[src/rmf_pkg.sv]
// rmf_pkg: constants and types for the radio mode and function control block
// assumes: core clock at 250 MHz; imported by rmf_decode, rmf_gap_timer and rmf_ctrl
package rmf_pkg;
	localparam int unsigned CLK_MHZ = 250;
	localparam logic [7:0] MODE_ADDR = 8'hc1;
	localparam logic [15:0] MODE_RST = 16'h0000;
	localparam logic [15:0] FPA_LO_DEF = 16'h00d7;
	localparam logic [15:0] FPA_HI_DEF = 16'h00c4;
	localparam logic [15:0] FPB_LO_DEF = 16'h0033;
	localparam logic [15:0] FPB_HI_DEF = 16'h00b4;
	localparam logic [15:0] LIM_DEF = 16'h3fff;
	localparam logic [15:0] PROG_CLR = 16'h0000;
	// field positions of the mode word
	localparam int unsigned ST_LO = 0;
	localparam int unsigned MOD_LO = 3;
	localparam int unsigned PAT_B_BIT = 5;
	localparam int unsigned PAT_A_BIT = 6;
	localparam int unsigned PAT_AI_BIT = 7;
	localparam int unsigned SUB_INV_BIT = 9;
	localparam int unsigned SUB_DCS_BIT = 10;
	localparam int unsigned SUB_TSQ_BIT = 11;
	localparam int unsigned TONE_BIT = 12;
	localparam int unsigned IB_LO = 13;
	localparam int unsigned VOICE_BIT = 15;
	// power control word bits
	localparam int unsigned PWR_SP_BIT = 5;
	localparam int unsigned PWR_KEEP_BIT = 4;
	// resync gap
	localparam int unsigned GAP_US = 350;
	localparam int unsigned GAP_CYC = GAP_US * CLK_MHZ;
	typedef enum logic [1:0] {
		RMF_IDLE = 2'b00,
		RMF_RX = 2'b01,
		RMF_TX = 2'b10,
		RMF_RSV = 2'b11
	} rmf_state_e;
endpackage

[src/rmf_en_if.sv]
// rmf_en_if: decoded function enables between decoder and main block
// assumes: single clock domain, driven combinationally from the mode word
`timescale 1ns/1ns
`default_nettype none
interface rmf_en_if;
	logic rx;
	logic tx;
	logic [1:0] modem;
	logic [2:0] pat;
	logic [2:0] sub;
	logic tone;
	logic [1:0] inband;
	logic voice;
	modport src (output rx, tx, modem, pat, sub, tone, inband, voice);
	modport dst (input rx, tx, modem, pat, sub, tone, inband, voice);
endinterface
`default_nettype wire

[src/rmf_decode.sv]
// rmf_decode: splits the mode word into raw function enables
// assumes: mode word is registered upstream
`timescale 1ns/1ns
`default_nettype none
module rmf_decode
	import rmf_pkg::*;
(
	input wire logic [15:0] mode,
	rmf_en_if.src en
);
	rmf_state_e st;
	// state field, reserved code treated as idle
	always_comb
	begin
		st = rmf_state_e'(mode[ST_LO+:2]);
		en.rx = (st == RMF_RX);
		en.tx = (st == RMF_TX);
		en.modem = mode[MOD_LO+:2];
		en.pat = {mode[PAT_AI_BIT], mode[PAT_A_BIT], mode[PAT_B_BIT]};
		en.sub = {mode[SUB_TSQ_BIT], mode[SUB_DCS_BIT], mode[SUB_INV_BIT]};
		en.tone = mode[TONE_BIT];
		en.inband = mode[IB_LO+:2];
		en.voice = mode[VOICE_BIT];
	end
endmodule // rmf_decode
`default_nettype wire

[src/rmf_gap_timer.sv]
// rmf_gap_timer: counts the quiet time after a resync request
// assumes: hold is a level from logic on core_clk
`timescale 1ns/1ns
`default_nettype none
module rmf_gap_timer
	import rmf_pkg::*;
#(
	parameter int unsigned CYC = GAP_CYC
)
(
	input wire logic core_clk,
	input wire logic resetn,
	input wire logic hold,
	output logic done
);
	logic [31:0] cnt_r;
	logic [31:0] cnt_nxt;
	// counts while held, saturates once the gap has elapsed
	always_comb
	begin
		cnt_nxt = cnt_r;
		if (!hold)
			cnt_nxt = 32'h0000_0000;
		else if (cnt_r < CYC)
			cnt_nxt = cnt_r + 32'h0000_0001;
		done = (cnt_r >= CYC);
	end
	always_ff @(posedge core_clk)
	begin
		if (!resetn)
			cnt_r <= 32'h0000_0000;
		else
			cnt_r <= cnt_nxt;
	end
endmodule // rmf_gap_timer
`default_nettype wire

[src/rmf_ctrl.sv]
// rmf_ctrl: mode word register, function gating and program defaults
// assumes: host writes arrive as one-cycle strobes already deserialised
// What this block does
// - clear programming words when processing leaves reset without keep bit.
// - load pattern defaults c4d7, b433 and full limiter on that reset.
// - low two mode bits pick idle, receive or transmit; 11 reserved.
// - receive searches every enabled signal type at once.
// - transmit signal starts as soon as its enable is written.
// - bits 4:3 pick modem rate; 11 monitors both in receive only.
// - modem transmit starts or stops at once when bits change.
// - bits 5,6,7 enable searches for pattern b, a, inverted a.
// - after pattern found all bits are data until 350 us gap.
// - bits 11:9 pick sub-audio; combinations only in receive.
// - tone generator bit 12; transmit only when 14,13,4,3 clear.
// - bits 14:13 pick selective call or dual tone; voice needed.
// - de-emphasis of in-band only with voice and programming bit set.
// - voice path bit 15; transmit suspends it for 3,4,12,13,14.
// - receive suspends voice while tone generator bit is set.
// - clearing an enable stops its decoder; re-enable restarts it.
// - detections reported only above threshold, with hysteresis.
// - sub-audio and voice bands processed; squelch types in parallel.
// - pattern detect suspends selective call until host re-enables.
// - processing held in reset while power processing bit is low.
`timescale 1ns/1ns
`default_nettype none
module rmf_ctrl
	import rmf_pkg::*;
#(
	parameter int unsigned GAP_CYCLES = GAP_CYC
)
(
	input wire logic core_clk,
	input wire logic resetn,
	input wire logic wr_stb,
	input wire logic [7:0] wr_addr,
	input wire logic [15:0] wr_data,
	input wire logic [15:0] pwr_ctrl,
	input wire logic prog_emph_bit,
	input wire logic pattern_found,
	input wire logic [2:0] sub_det,
	input wire logic voice_det,
	input wire logic selcall_det,
	output logic proc_reset,
	output logic prog_load,
	output logic [15:0] fpa_lo,
	output logic [15:0] fpa_hi,
	output logic [15:0] fpb_lo,
	output logic [15:0] fpb_hi,
	output logic [15:0] lim_level,
	output logic [15:0] mode_word,
	output logic rx_active,
	output logic tx_active,
	output logic [1:0] modem_run,
	output logic [2:0] pat_search,
	output logic [2:0] sub_run,
	output logic tone_run,
	output logic selcall_run,
	output logic dual_tone_signalling_run,
	output logic voice_run,
	output logic deemph_run,
	output logic [1:0] dec_restart,
	output logic data_phase,
	output logic [2:0] sub_report,
	output logic voice_report,
	output logic selcall_report
);
	rmf_en_if en ();
	logic [15:0] mode_r, mode_nxt;
	logic sp_r, sp_nxt;
	logic ld_r, ld_nxt;
	logic [15:0] fal_r, fal_nxt, fah_r, fah_nxt;
	logic [15:0] fbl_r, fbl_nxt, fbh_r, fbh_nxt, lim_r, lim_nxt;
	logic rx_r, rx_nxt, tx_r, tx_nxt;
	logic [1:0] mr_r, mr_nxt;
	logic [2:0] ps_r, ps_nxt, sr_r, sr_nxt;
	logic tn_r, tn_nxt, sc_r, sc_nxt, dt_r, dt_nxt;
	logic vo_r, vo_nxt, de_r, de_nxt;
	logic [1:0] rs_r, rs_nxt;
	logic dp_r, dp_nxt, sup_r, sup_nxt;
	logic [2:0] srep_r, srep_nxt;
	logic vrep_r, vrep_nxt, crep_r, crep_nxt;
	logic gap_hold, gap_done;
	logic other_band;

	rmf_decode u_dec (
		.mode(mode_r),
		.en(en)
	);

	// gap held while state or modem bits are zero
	assign gap_hold = (mode_r[ST_LO+:2] == 2'b00) ||
		(mode_r[MOD_LO+:2] == 2'b00);
	rmf_gap_timer #(.CYC(GAP_CYCLES)) u_gap (
		.core_clk(core_clk),
		.resetn(resetn),
		.hold(gap_hold),
		.done(gap_done)
	);

	// mode word: writable at any time, read back on the mode_word output
	always_comb
	begin
		mode_nxt = mode_r;
		if (wr_stb && wr_addr == MODE_ADDR)
			mode_nxt = wr_data;
	end

	// programming defaults on processing power-up edge
	always_comb
	begin
		sp_nxt = pwr_ctrl[PWR_SP_BIT];
		ld_nxt = pwr_ctrl[PWR_SP_BIT] && !sp_r && !pwr_ctrl[PWR_KEEP_BIT];
		fal_nxt = fal_r;
		fah_nxt = fah_r;
		fbl_nxt = fbl_r;
		fbh_nxt = fbh_r;
		lim_nxt = lim_r;
		if (ld_nxt)
		begin
			// other words clear through prog_load pulse
			fal_nxt = FPA_LO_DEF;
			fah_nxt = FPA_HI_DEF;
			fbl_nxt = FPB_LO_DEF;
			fbh_nxt = FPB_HI_DEF;
			lim_nxt = LIM_DEF;
		end
	end

	// gated function enables; all drop when processing is off, data phase and suspension hold
	always_comb
	begin
		other_band = en.tone || (en.inband != 2'b00) || (en.modem != 2'b00);
		rx_nxt = en.rx && sp_r;
		tx_nxt = en.tx && sp_r;
		// modem follows bits directly, reserved 11 ignored in transmit
		mr_nxt = 2'b00;
		if (rx_nxt)
			mr_nxt = en.modem;
		else if (tx_nxt && en.modem != 2'b11)
			mr_nxt = en.modem;
		ps_nxt = (rx_nxt && en.modem != 2'b00 && !dp_r) ? en.pat : 3'b000;
		sr_nxt = 3'b000;
		if (rx_nxt)
			sr_nxt = en.sub;
		else if (tx_nxt && $countones(en.sub) == 1)
			sr_nxt = en.sub;
		tn_nxt = (rx_nxt && en.tone) ||
			(tx_nxt && en.tone && en.inband == 2'b00 &&
			en.modem == 2'b00);
		// selective call runs unless a pattern hit suspended it
		sc_nxt = (rx_nxt || tx_nxt) && en.inband == 2'b01 &&
			!sup_r;
		dt_nxt = tx_nxt && en.inband == 2'b10;
		vo_nxt = en.voice && ((rx_nxt && !en.tone) ||
			(tx_nxt && !other_band));
		de_nxt = rx_nxt && en.voice && prog_emph_bit &&
			en.inband == 2'b01;
		rs_nxt = {en.inband == 2'b01 && !sc_r && sc_nxt,
			en.modem != 2'b00 && mr_r == 2'b00 && mr_nxt != 2'b00};
		// a hit in the gap's last cycle wins, so no frame is lost
		dp_nxt = dp_r;
		if (pattern_found && rx_r && mr_r != 2'b00)
			dp_nxt = 1'b1;
		else if (gap_done)
			dp_nxt = 1'b0;
		// suspension lifted when host moves the in-band bits off 01
		sup_nxt = sup_r;
		if (pattern_found && rx_r)
			sup_nxt = 1'b1;
		else if (en.inband != 2'b01)
			sup_nxt = 1'b0;
		// detectors already apply thresholds; only enabled ones report
		srep_nxt = sub_det & sr_r;
		vrep_nxt = voice_det && vo_r && rx_r;
		crep_nxt = selcall_det && sc_r && rx_r;
	end

	always_ff @(posedge core_clk)
	begin
		if (!resetn)
		begin
			mode_r <= MODE_RST;
			sp_r <= 1'b0;
			ld_r <= 1'b0;
			fal_r <= PROG_CLR;
			fah_r <= PROG_CLR;
			fbl_r <= PROG_CLR;
			fbh_r <= PROG_CLR;
			lim_r <= PROG_CLR;
			rx_r <= 1'b0;
			tx_r <= 1'b0;
			mr_r <= 2'b00;
			ps_r <= 3'b000;
			sr_r <= 3'b000;
			tn_r <= 1'b0;
			sc_r <= 1'b0;
			dt_r <= 1'b0;
			vo_r <= 1'b0;
			de_r <= 1'b0;
			rs_r <= 2'b00;
			dp_r <= 1'b0;
			sup_r <= 1'b0;
			srep_r <= 3'b000;
			vrep_r <= 1'b0;
			crep_r <= 1'b0;
		end
		else
		begin
			mode_r <= mode_nxt;
			sp_r <= sp_nxt;
			ld_r <= ld_nxt;
			fal_r <= fal_nxt;
			fah_r <= fah_nxt;
			fbl_r <= fbl_nxt;
			fbh_r <= fbh_nxt;
			lim_r <= lim_nxt;
			rx_r <= rx_nxt;
			tx_r <= tx_nxt;
			mr_r <= mr_nxt;
			ps_r <= ps_nxt;
			sr_r <= sr_nxt;
			tn_r <= tn_nxt;
			sc_r <= sc_nxt;
			dt_r <= dt_nxt;
			vo_r <= vo_nxt;
			de_r <= de_nxt;
			rs_r <= rs_nxt;
			dp_r <= dp_nxt;
			sup_r <= sup_nxt;
			srep_r <= srep_nxt;
			vrep_r <= vrep_nxt;
			crep_r <= crep_nxt;
		end
	end

	// processing reset comes from the registered power bit
	always_comb
	begin
		proc_reset = !sp_r;
		prog_load = ld_r;
		fpa_lo = fal_r;
		fpa_hi = fah_r;
		fpb_lo = fbl_r;
		fpb_hi = fbh_r;
		lim_level = lim_r;
		mode_word = mode_r;
		rx_active = rx_r;
		tx_active = tx_r;
		modem_run = mr_r;
		pat_search = ps_r;
		sub_run = sr_r;
		tone_run = tn_r;
		selcall_run = sc_r;
		dual_tone_signalling_run = dt_r;
		voice_run = vo_r;
		deemph_run = de_r;
		dec_restart = rs_r;
		data_phase = dp_r;
		sub_report = srep_r;
		voice_report = vrep_r;
		selcall_report = crep_r;
	end

	// transmit voice suspended by other voice band users
	tx_voice_a: assert property (@(posedge core_clk)
		disable iff (!resetn)
		tx_r && (tn_r || sc_r || dt_r || mr_r != 2'b00) |-> !vo_r)
		else $error("voice runs with other tx band user");
	// defaults stand in the same cycle as the load pulse
	load_vals_a: assert property (@(posedge core_clk)
		disable iff (!resetn)
		$rose(ld_r) |-> fal_r == 16'h00d7 && fah_r == 16'h00c4 &&
		fbl_r == 16'h0033 && fbh_r == 16'h00b4 && lim_r == 16'h3fff)
		else $error("defaults not loaded");
	// processing off forces idle
	pwr_idle_a: assert property (@(posedge core_clk)
		disable iff (!resetn)
		!sp_r |=> !rx_r && !tx_r)
		else $error("active while processing held");
	// rx voice off while tone set
	rx_voice_a: assert property (@(posedge core_clk)
		disable iff (!resetn)
		rx_r && tn_r |-> !vo_r)
		else $error("rx voice with tone");
	// pattern hit suspends selective call two cycles later
	sel_susp_a: assert property (@(posedge core_clk)
		disable iff (!resetn)
		pattern_found && rx_r ##1 en.inband == 2'b01 |=> !sc_r)
		else $error("selcall not suspended");
	// tx tone only without other band users
	tx_tone_a: assert property (@(posedge core_clk)
		disable iff (!resetn)
		tx_r && tn_r |-> mr_r == 2'b00 && !sc_r && !dt_r)
		else $error("tx tone with other users");
	// mode write lands next cycle
	mode_wr_a: assert property (@(posedge core_clk)
		disable iff (!resetn)
		wr_stb && wr_addr == MODE_ADDR |=> mode_r == $past(wr_data))
		else $error("mode write lost");
	// search only while modem receive runs
	pat_gate_a: assert property (@(posedge core_clk)
		disable iff (!resetn)
		ps_r != 3'b000 |-> rx_r && mr_r != 2'b00)
		else $error("search without modem rx");
endmodule // rmf_ctrl
`default_nettype wire

[config.mk]
export PLATFORM = sky130hd
export DESIGN_NAME = rmf_ctrl
export DESIGN_NICKNAME = d
export VERILOG_FILES = /design/src/rmf_pkg.sv /design/src/rmf_en_if.sv /design/src/rmf_decode.sv /design/src/rmf_gap_timer.sv /design/src/rmf_ctrl.sv
export SDC_FILE = /design/constraint.sdc
export NUM_CORES = 1
export LEC_CHECK = 0
export CORE_ASPECT_RATIO = 1.2
export CORE_MARGIN = 2
export CORE_UTILIZATION = 35
export CTS_CLUSTER_DIAMETER = 100
export DETAILED_ROUTE_END_ITERATION = 7
export DONT_BUFFER_PORTS = 1
export PLACE_DENSITY = 0.45
export SYNTH_ARGS = -nofsm -noshare
export SYNTH_HDL_FRONTEND = slang
export SYNTH_SLANG_ARGS = --single-unit
[constraint.sdc]
create_clock -name core_clk -period 5.05 [get_ports core_clk]
set_input_delay 0.505 -clock core_clk [delete_from_list [all_inputs] [get_ports core_clk]]
set_output_delay 0.505 -clock core_clk [all_outputs]
set_load 0.01 [all_outputs]
======== Yosys cells after proc, flatten, opt, wreduce, memory -nomap -nowiden ========
Index checks and enable logic that the tools add are counted.
storage, ports and cells
  input bits .............................. 50
  output and inout port bits .............. 121
  register bits ........................... 78
  word-level logic and storage cells ...... 103
cells by class
  add/sub/neg operators ................... 3
  equal/unequal tests ..................... 8
  bitwise operators ....................... 1
  reductions and logical operators ........ 57
  $lt $le $gt $ge ......................... 2
  multiplexer cells ....................... 8
operators by type and width
  operator                                                                 count
  32-bit by 1-bit adder with 32-bit output, second input constant          1
  32-bit by 17-bit >= comparator with 1-bit output, second input constant  1
  1-bit logical AND                                                        32
  32-bit by 17-bit < comparator with 1-bit output, second input constant   1
  2-bit nonzero test                                                       6
  8-bit equality test, second input constant                               1
  2-bit logical NOT                                                        4
  1-bit logical NOT                                                        7
  1-bit logical OR                                                         6
  3-bit 2-to-1 mux                                                         2
  2-bit by 1-bit equality test with 1-bit output, second input constant    2
  2-bit equality test, second input constant                               2
  1-bit 2-to-1 mux                                                         4
  2-bit 2-to-1 mux                                                         2
  2-bit AND reduction                                                      2
  2-bit by 1-bit adder with 3-bit output                                   1
  3-bit AND                                                                1
  3-bit by 1-bit equality test with 1-bit output, second input constant    1
  1-bit by 1-bit adder with 2-bit output                                   1
  2-bit by 1-bit != test with 1-bit output, second input constant          1
  2-bit != test, second input constant                                     1

======== Longest topological paths before layout ========
Gate-level depths: netlist of the first run.
  depth after elaboration ................. 7
  depth in mapped cells ................... 8
  gate-level depth less buffers ........... 6

======== Hierarchy ========
From an unflattened synthesis of the first run, not the netlist that was laid out.
unflattened totals
  cells, all modules ...................... 394
  area, all modules ....................... 3589.7 µm²
modules (own cells, without submodules)
  module         times used  sequential area each (µm²)  area each (µm²)  cells an instance
  rmf_ctrl       1           860.8                       2148.3           235
  rmf_gap_timer  1           640.6                       1336.3           145
  rmf_decode     1           0.0                         105.1            14

======== Worst setup path before layout of the first run ========
Ideal clock, no wire load.
  path kind ............................... flip-flop to flip-flop
  start ................................... reg u_gap.cnt_r[17]
  end ..................................... reg u_gap.cnt_r[9]
  setup time .............................. 59 ps
  setup slack ............................. 3278 ps
  cell stages (with the launch flop) ...... 7
  clock period less this slack ............ 1772 ps
  path buffers ............................ 1
  arrival ................................. 1713 ps
  data required time ...................... 4991 ps
  path through ............................ dfxtp_1 nor4_2 nand4_2 a211o_1 buf_6 or4_1 nand2_1
between the ends
  word-level cells in the longest chain between the ends .. 1
RTL lines
  element                                          RTL line             source
  start: declaration                               rmf_gap_timer.sv:16  logic [31:0] cnt_r;
  start signal: assignment                         rmf_gap_timer.sv:33  cnt_r <= cnt_nxt;
  32-bit by 17-bit < comparator with 1-bit output  rmf_gap_timer.sv:24  else if (cnt_r < CYC)
Every way passes these cells.
A chain may end at the register's enable or synchronous reset.

======== Worst setup path after layout of the first run ========
  start ................................... reg u_gap.cnt_r[17]
  end ..................................... reg u_gap.cnt_r[15]
The elaborated chain is that of the path after synthesis.

==> impl_metrics.tcl, run 1 <==
set metrics [dict create \
    rsz0062_at_grt "no" \
    cts.repair.resized 0 \
    core_area_mm2 0.00961 \
    grt_usage 0.124 \
    synth_area_mm2 0.00347 \
    clk_pin_slew_worst_paths_ns 0.06 \
    die-width_um 94.9 \
    synth_edf_count 0 \
    synth_area_per_cell_um2 9.57 \
    clock_path_buffers 2 \
    nets 386 \
    post_dp_cell_area_mm2 0.00317 \
    synth_top_area_frac 0.432 \
    root_buffer "clkbuf_16" \
    layout-drive-gt1-share 0.0799 \
    skew_ns 0.00529 \
    setup_slack_ns 2.89 \
    antenna_found_initial 0 \
    drc_errors 0 \
    wl_per_cell_um 14.0 \
    ant_nets 0 \
    finalPower_uw 1240 \
    power.leakage_uw 0.00141 \
    cts-buffers-inserted 9 \
    post_cts_buffers 0 \
    worstHoldPathType "primary input to register" \
    ios 171 \
    worstMarginPinSlew_ns 1.11 \
    vias 2109 \
    drtIter0Drc 92 \
    final_area_mm2 0.00344 \
    grt_max_degree 33 \
    end_kind "register" \
    start_util 0.361 \
    numClockSinks 75 \
    worstPathArrival_ns 2.43 \
    cts_tree "yes" \
    fp.dieArea_mm2 0.0107 \
    portBuffers 0 \
    antenna_cells 0 \
    hold_violations 0 \
    relSlewSlack 0.256 \
    required_ns 5.31 \
    tns_ns 0 \
    finalCritPeriodShare 0.428 \
    synth_seq_cells 75 \
    cp_max_fo 21 \
    crit_type "register to register" \
    maxCapViolCount 0 \
    place.gp.congestion 0.677 \
    rows 39 \
    grt_pass1_wl_mm 10.1 \
    start_kind "register" \
    yosysUniqueCellTypes 45 \
    place_hpwl_mm 4.71 \
    slew_viol_final 0 \
    max_freq_ghz 0.462 \
    via_per_inst 4.57 \
    ys_warn_count 0 \
    async_flop_share 0 \
    clk-insertion-delay-late_ns 0.33 \
    min_period_ns 2.16 \
    pre_cts_ws_ns 2.67 \
    power_density_mw_per_mm2 360 \
    drt_wl_total_mm 6.44 \
    ys_seq_area_frac 0.432 \
    cts_hold_buf 0 \
    synthCells 363 \
    synth_area_leaders "dfxtp_1 43%, buf_4 18%, mux2i_1 4.6%" \
    grt_pass1_vias 2002 \
    overflow 0 \
    status "complete, no violations" \
    yosysTopAreaCell "dfxtp_1" \
    ys.flop_type "dfxtp_1" \
    area_delta_synth_final_pct -0.829 \
    setup_viol 0 \
    die_y_um 113 \
    dr.pass1.iters 3 \
    peakVddDrop_mv 0.178 \
    htreeDepth 3 \
]
-- through the flow --
stage	hold WS, ns	cells	util
2_1_floorplan	0.407	411	-
3_3_place_gp	0.449	445	0.329
3_5_place_dp	0.448	445	0.329
4_1_cts	0.250	461	0.358
5_1_grt	0.258	461	0.358
6_report	0.262	461	0.358
-- registers in the layout (all words and copies together) (netlist names), 2 cells and up --
signal / flops
dec_restart: 2
mode_word: 16
modem_run: 2
pat_search: 3
sub_report: 3
sub_run: 3
u_gap.cnt_r: 32
-- synthesized netlist by cell type, types with 5 or more instances --
cell      instances
and4_1            5
and2_1           22
or3_1             5
inv_1            10
o21ai_0           5
or4_1             5
nor2b_1          21
dfxtp_1          75
nand3_1           6
mux2i_1          16
nand2_1          16
clkbuf_1          5
buf_4            81
nor2_1           11
nor3_1            6
nand4_1           6
a21oi_1          12
-- path summary, 6_finish.rpt --
| check | cells past startpoint | start | slack (ns) | to |
|---|---|---|---|---|
| worst max-delay path | 5 | u_gap.cnt_r[17] | 2.89 | u_gap.cnt_r[15] |
| worst min-delay path | 1 | pwr_ctrl[4] | 0.26 | prog_load |
| worst max register to register | 5 | u_gap.cnt_r[17] | 2.89 | u_gap.cnt_r[15] |
| worst min register to register | 1 | u_gap.cnt_r[28] | 0.46 | u_gap.cnt_r[28] |
-- metal layers --
metal | vias to the layer above | share of wire | global-route usage
met5 | - | 0 | 0
met4 | 0 | 0.017 | 0.0493
met3 | 10 | 0.073 | 0.0546
met2 | 68 | 0.48 | 0.193
met1 | 975 | 0.43 | 0.148
li1 | 1056 | - | -
-- power breakdown --
group	switching, µW	internal [µW]	leakage, µW
Sequential	17.9	595	0.000606
Clock	245	348	0.000136
Combinational	26.9	8.43	0.000665
Total	290	951	0.00141
-- worst max-delay path, stage by stage, from the launching register on --
cell and delay, ns:
dfxtp_1 0.32, nor4_2 0.30, nand4_2 0.22, a211o_1 0.55
or4_1 0.57, a21oi_1 0.14
-- cell type report --
type                    count  area [µm²]
well taps                 123         154
inverters                  10        37.5
repair buffers              1        7.51
fillers                   997        6170
flip-flops and latches     75        1510
clock inverters             5        36.3
multi-input cells         236        1460
clock buffers              11         243
-- kinds of logic after synthesis --
kind of cell / count (synthesis) / synth area share
and+or+nand+nor: 125 / 0.220
muxes: 16 / 0.0461
other: 1 / 0.00108
xor gates and xnor gates: 2 / 0.00504
DFF: 75 / 0.432
buffers and inverters: 100 / 0.199
AOI/OAI and AO/OA: 41 / 0.0832
adders and majority gates: 3 / 0.0130
-- cell usage in the layout, fill, tap and decap left out, types with 2 or more instances in the layout --
cell	n
a211oi_1	3
a21boi_0	2
a21oi_1	12
a31o_2	3
a31oi_1	2
and2_1	22
and3_1	4
and4_1	5
clkbuf_16	9
conb_1	49
dfxtp_1	74
ha_1	2
inv_1	10
mux2i_1	16
nand2_1	16
nand2b_1	2
nand3_1	6
nand4_1	6
nor2_1	11
nor2b_1	21
nor3_1	6
nor3b_1	4
nor4_1	2
nor4_2	4
nor4b_1	3
o211ai_1	4
o21ai_0	5
o21ai_1	2
o31ai_1	2
or3_1	5
or4_1	5
xnor2_1	2
Note: power is estimated with default switching activity, not from simulation.
==> run 2: changes to the inputs <==
--- a/config.mk
+++ b/config.mk
@@ -5,13 +5,14 @@
 export SDC_FILE = /design/constraint.sdc
 export NUM_CORES = 1
 export LEC_CHECK = 0
+export ABC_AREA = 1
 export CORE_ASPECT_RATIO = 1.2
 export CORE_MARGIN = 2
 export CORE_UTILIZATION = 35
 export CTS_CLUSTER_DIAMETER = 100
 export DETAILED_ROUTE_END_ITERATION = 7
 export DONT_BUFFER_PORTS = 1
-export PLACE_DENSITY = 0.45
+export PLACE_DENSITY = 0.47
 export SYNTH_ARGS = -nofsm -noshare
 export SYNTH_HDL_FRONTEND = slang
 export SYNTH_SLANG_ARGS = --single-unit
==> constraint.sdc (replaced) <==
create_clock -name core_clk -period 1.98 [get_ports core_clk]
set_input_delay 0.198 -clock core_clk [delete_from_list [all_inputs] [get_ports core_clk]]
set_output_delay 0.198 -clock core_clk [all_outputs]
set_load 0.01 [all_outputs]
==> run 2 against run 1 <==
Effect of this change:
- the run now ends with hold timing left
- utilization grew 0.26 points
- synthesized area grew 6.2%
- non-clock buffer count grew 8
- fmax grew 35%
- power grew to 2.7 times the previous value
- worst setup slack lost 2.5 ns
==> impl_metrics.tcl, run 2 <==
set metrics [dict create \
    final_area_mm2 0.00376 \
    violations "hold timing" \
    synthTopCellsByCount "86 x nor2_1, 84 x buf_4, 75 x dfxtp_1" \
    start_kind "register" \
    hold_ws_ns -0.00120 \
    ys.flop_type "dfxtp_1" \
    status "complete, but fails checks" \
    post_dp_cell_area_mm2 0.00340 \
    finalPower_uw 3310 \
    final_common_cell "nor2_1" \
    htreeDepth 3 \
    core_area_mm2 0.0104 \
    top_register "u_gap.cnt_r" \
    dp.cells 580 \
    vias 2591 \
    synth_edf_count 0 \
    place_hpwl_mm 5.21 \
    dr.pass1.iters 4 \
    worstHoldPathType "primary input to register" \
    clk-insertion-delay-late_ns 0.33 \
    fin_cells 601 \
    finalCritPeriodShare 0.811 \
    start_util 0.354 \
    synthCells 493 \
    tns_ns 0 \
    required_ns 2.24 \
    regArea_mm2 0.00151 \
    power_density_mw_per_mm2 880 \
    max_freq_ghz 0.623 \
    antenna_found_initial 0 \
    layout-drive-gt1-share 0.0932 \
    synth_area_per_cell_um2 7.48 \
    antenna_cells 0 \
    ys_seq_area_frac 0.407 \
    cp_max_fo 19 \
    async_flop_share 0 \
    crit_type "register to register" \
    place.gp.congestion 0.805 \
    synth_area_leaders "dfxtp_1 41%, buf_4 17%, nor2_1 8.7%" \
    numClockSinks 75 \
    skew_ns 0.00707 \
    layout_common_cells "86 x nor2_1, 74 x dfxtp_1, 67 x nand2_1, 50 x inv_1, 49 x conb_1" \
    rows 41 \
    post_cts_buffers 0 \
    yosysUniqueCellTypes 34 \
    cts_tree "yes" \
    slew_viol_final 0 \
    multi_input_area_mm2 0.00150 \
    clock_path_buffers 2 \
    peakVddDrop_mv 0.415 \
    nFillCells 1098 \
    ys_warn_count 0 \
    wl_per_cell_um 11.8 \
    cts_hold_buf 5 \
    drtIter0Drc 125 \
    overflow 0 \
    rsz0062_at_grt "no" \
    cts-buffers-inserted 9 \
    power.leakage_uw 0.00146 \
    clk_pin_slew_worst_paths_ns 0.06 \
    met3_length_um 458 \
    ios 171 \
    min_period_ns 1.61 \
    grt_max_degree 33 \
    worstReg2RegEnd "u_gap.cnt_r[13]" \
    synth_area_mm2 0.00369 \
    end_kind "register" \
    area_delta_synth_final_pct 1.86 \
    hold_violations 1 \
    grt_pass1_wl_mm 11.4 \
    root_buffer "clkbuf_16" \
    yosysTopAreaCell "dfxtp_1" \
    fp.dieArea_mm2 0.0114 \
    r2r-start "u_gap.cnt_r[2]" \
    via_per_inst 4.31 \
    wl_met1_mm 3.00 \
    die_y_um 116 \
    ant_nets 0 \
    drc_errors 0 \
    cts.repair.resized 0 \
    worstPathArrival_ns 1.86 \
    route.met2.wl_mm 3.49 \
    synth_top_area_frac 0.407 \
    ff2ff_path_depth 8 \
    grt_pass1_vias 2483 \
    die-width_um 97.7 \
    crit_start "u_gap.cnt_r[2]" \
    drt_wl_total_mm 7.09 \
    maxCapViolCount 0 \
    cp-endpoint "u_gap.cnt_r[13]" \
    dr.max_layer_used "met4" \
    setup_viol 0 \
    portBuffers 0 \
    grt_usage 0.127 \
    synth.most_common_cell "nor2_1" \
    largest_reg_flops 32 \
    worst-r2r-setup-slack_ns 0.37 \
    synth_seq_cells 75 \
    nets 520 \
]
run 2: worst min path at each step:
stage          depth (start not counted)      endpoint  slack (ns)         from
4_1_cts                                2  voice_report    0.000005    voice_det
3_5_place_dp                           2          sp_r        0.30  pwr_ctrl[5]
3_3_place_gp                           2          sp_r        0.30  pwr_ctrl[5]
5_1_grt                                2      tone_run       0.005       resetn
2_1_floorplan                          2          sp_r        0.29  pwr_ctrl[5]
6_report                               2  mode_word[5]      -0.001       resetn
run 2: critical path, stage by stage, from the launching register on:
cell	delay (ns)
dfxtp_1	0.45
nand2_1	0.11
a21oi_1	0.20
nand2_1	0.09
nand2_2	0.09
nand2_4	0.15
nand2_4	0.23
nand2_1	0.08
a21oi_1	0.13
run 2: cell families (layout without fill, tap and decap cells):
group           count (synthesis)  after routing  share of synthesized area
simple gates                  216            216                      0.254
buf+inv                       147             78                      0.237
flops                          75             75                      0.407
compound gates                 44             44                     0.0719
xor+xnor                        7              7                     0.0166
fa+ha+maj                       3              3                     0.0122
other cells                     1             49                    0.00102
run 2: final cells by class:
type	count	share of cell area
clock buffers	10	0.0636
flip-flops and latches	75	0.400
well taps	129	0.0429
clock inverters	6	0.0173
repair buffers	9	0.0246
multi-input cells	319	0.398
inverters	53	0.0529
run 2: metrics by stage:
stage	setup slack [ns]	hold slack (ns)	util
3_5_place_dp	0.405	0.304	0.327
5_1_grt	0.196	0.00454	0.361
3_3_place_gp	0.391	0.302	0.327
2_1_floorplan	0.559	0.291	-
6_report	0.374	-0.00120	0.361
4_1_cts	0.365	0.00000491	0.361
run 2: metal layers:
layer,up-vias,track usage
met1,1154,0.139
met2,69,0.218
li1,1359,-
met3,9,0.0515
met5,-,0
met4,0,0.0583
run 2: power breakdown:
group	switching, µW	leakage, µW	internal (µW)
logic	117	0.000705	31.9
registers	13.9	0.000606	1520
clock network	618	0.000148	1010
total	749	0.00146	2560
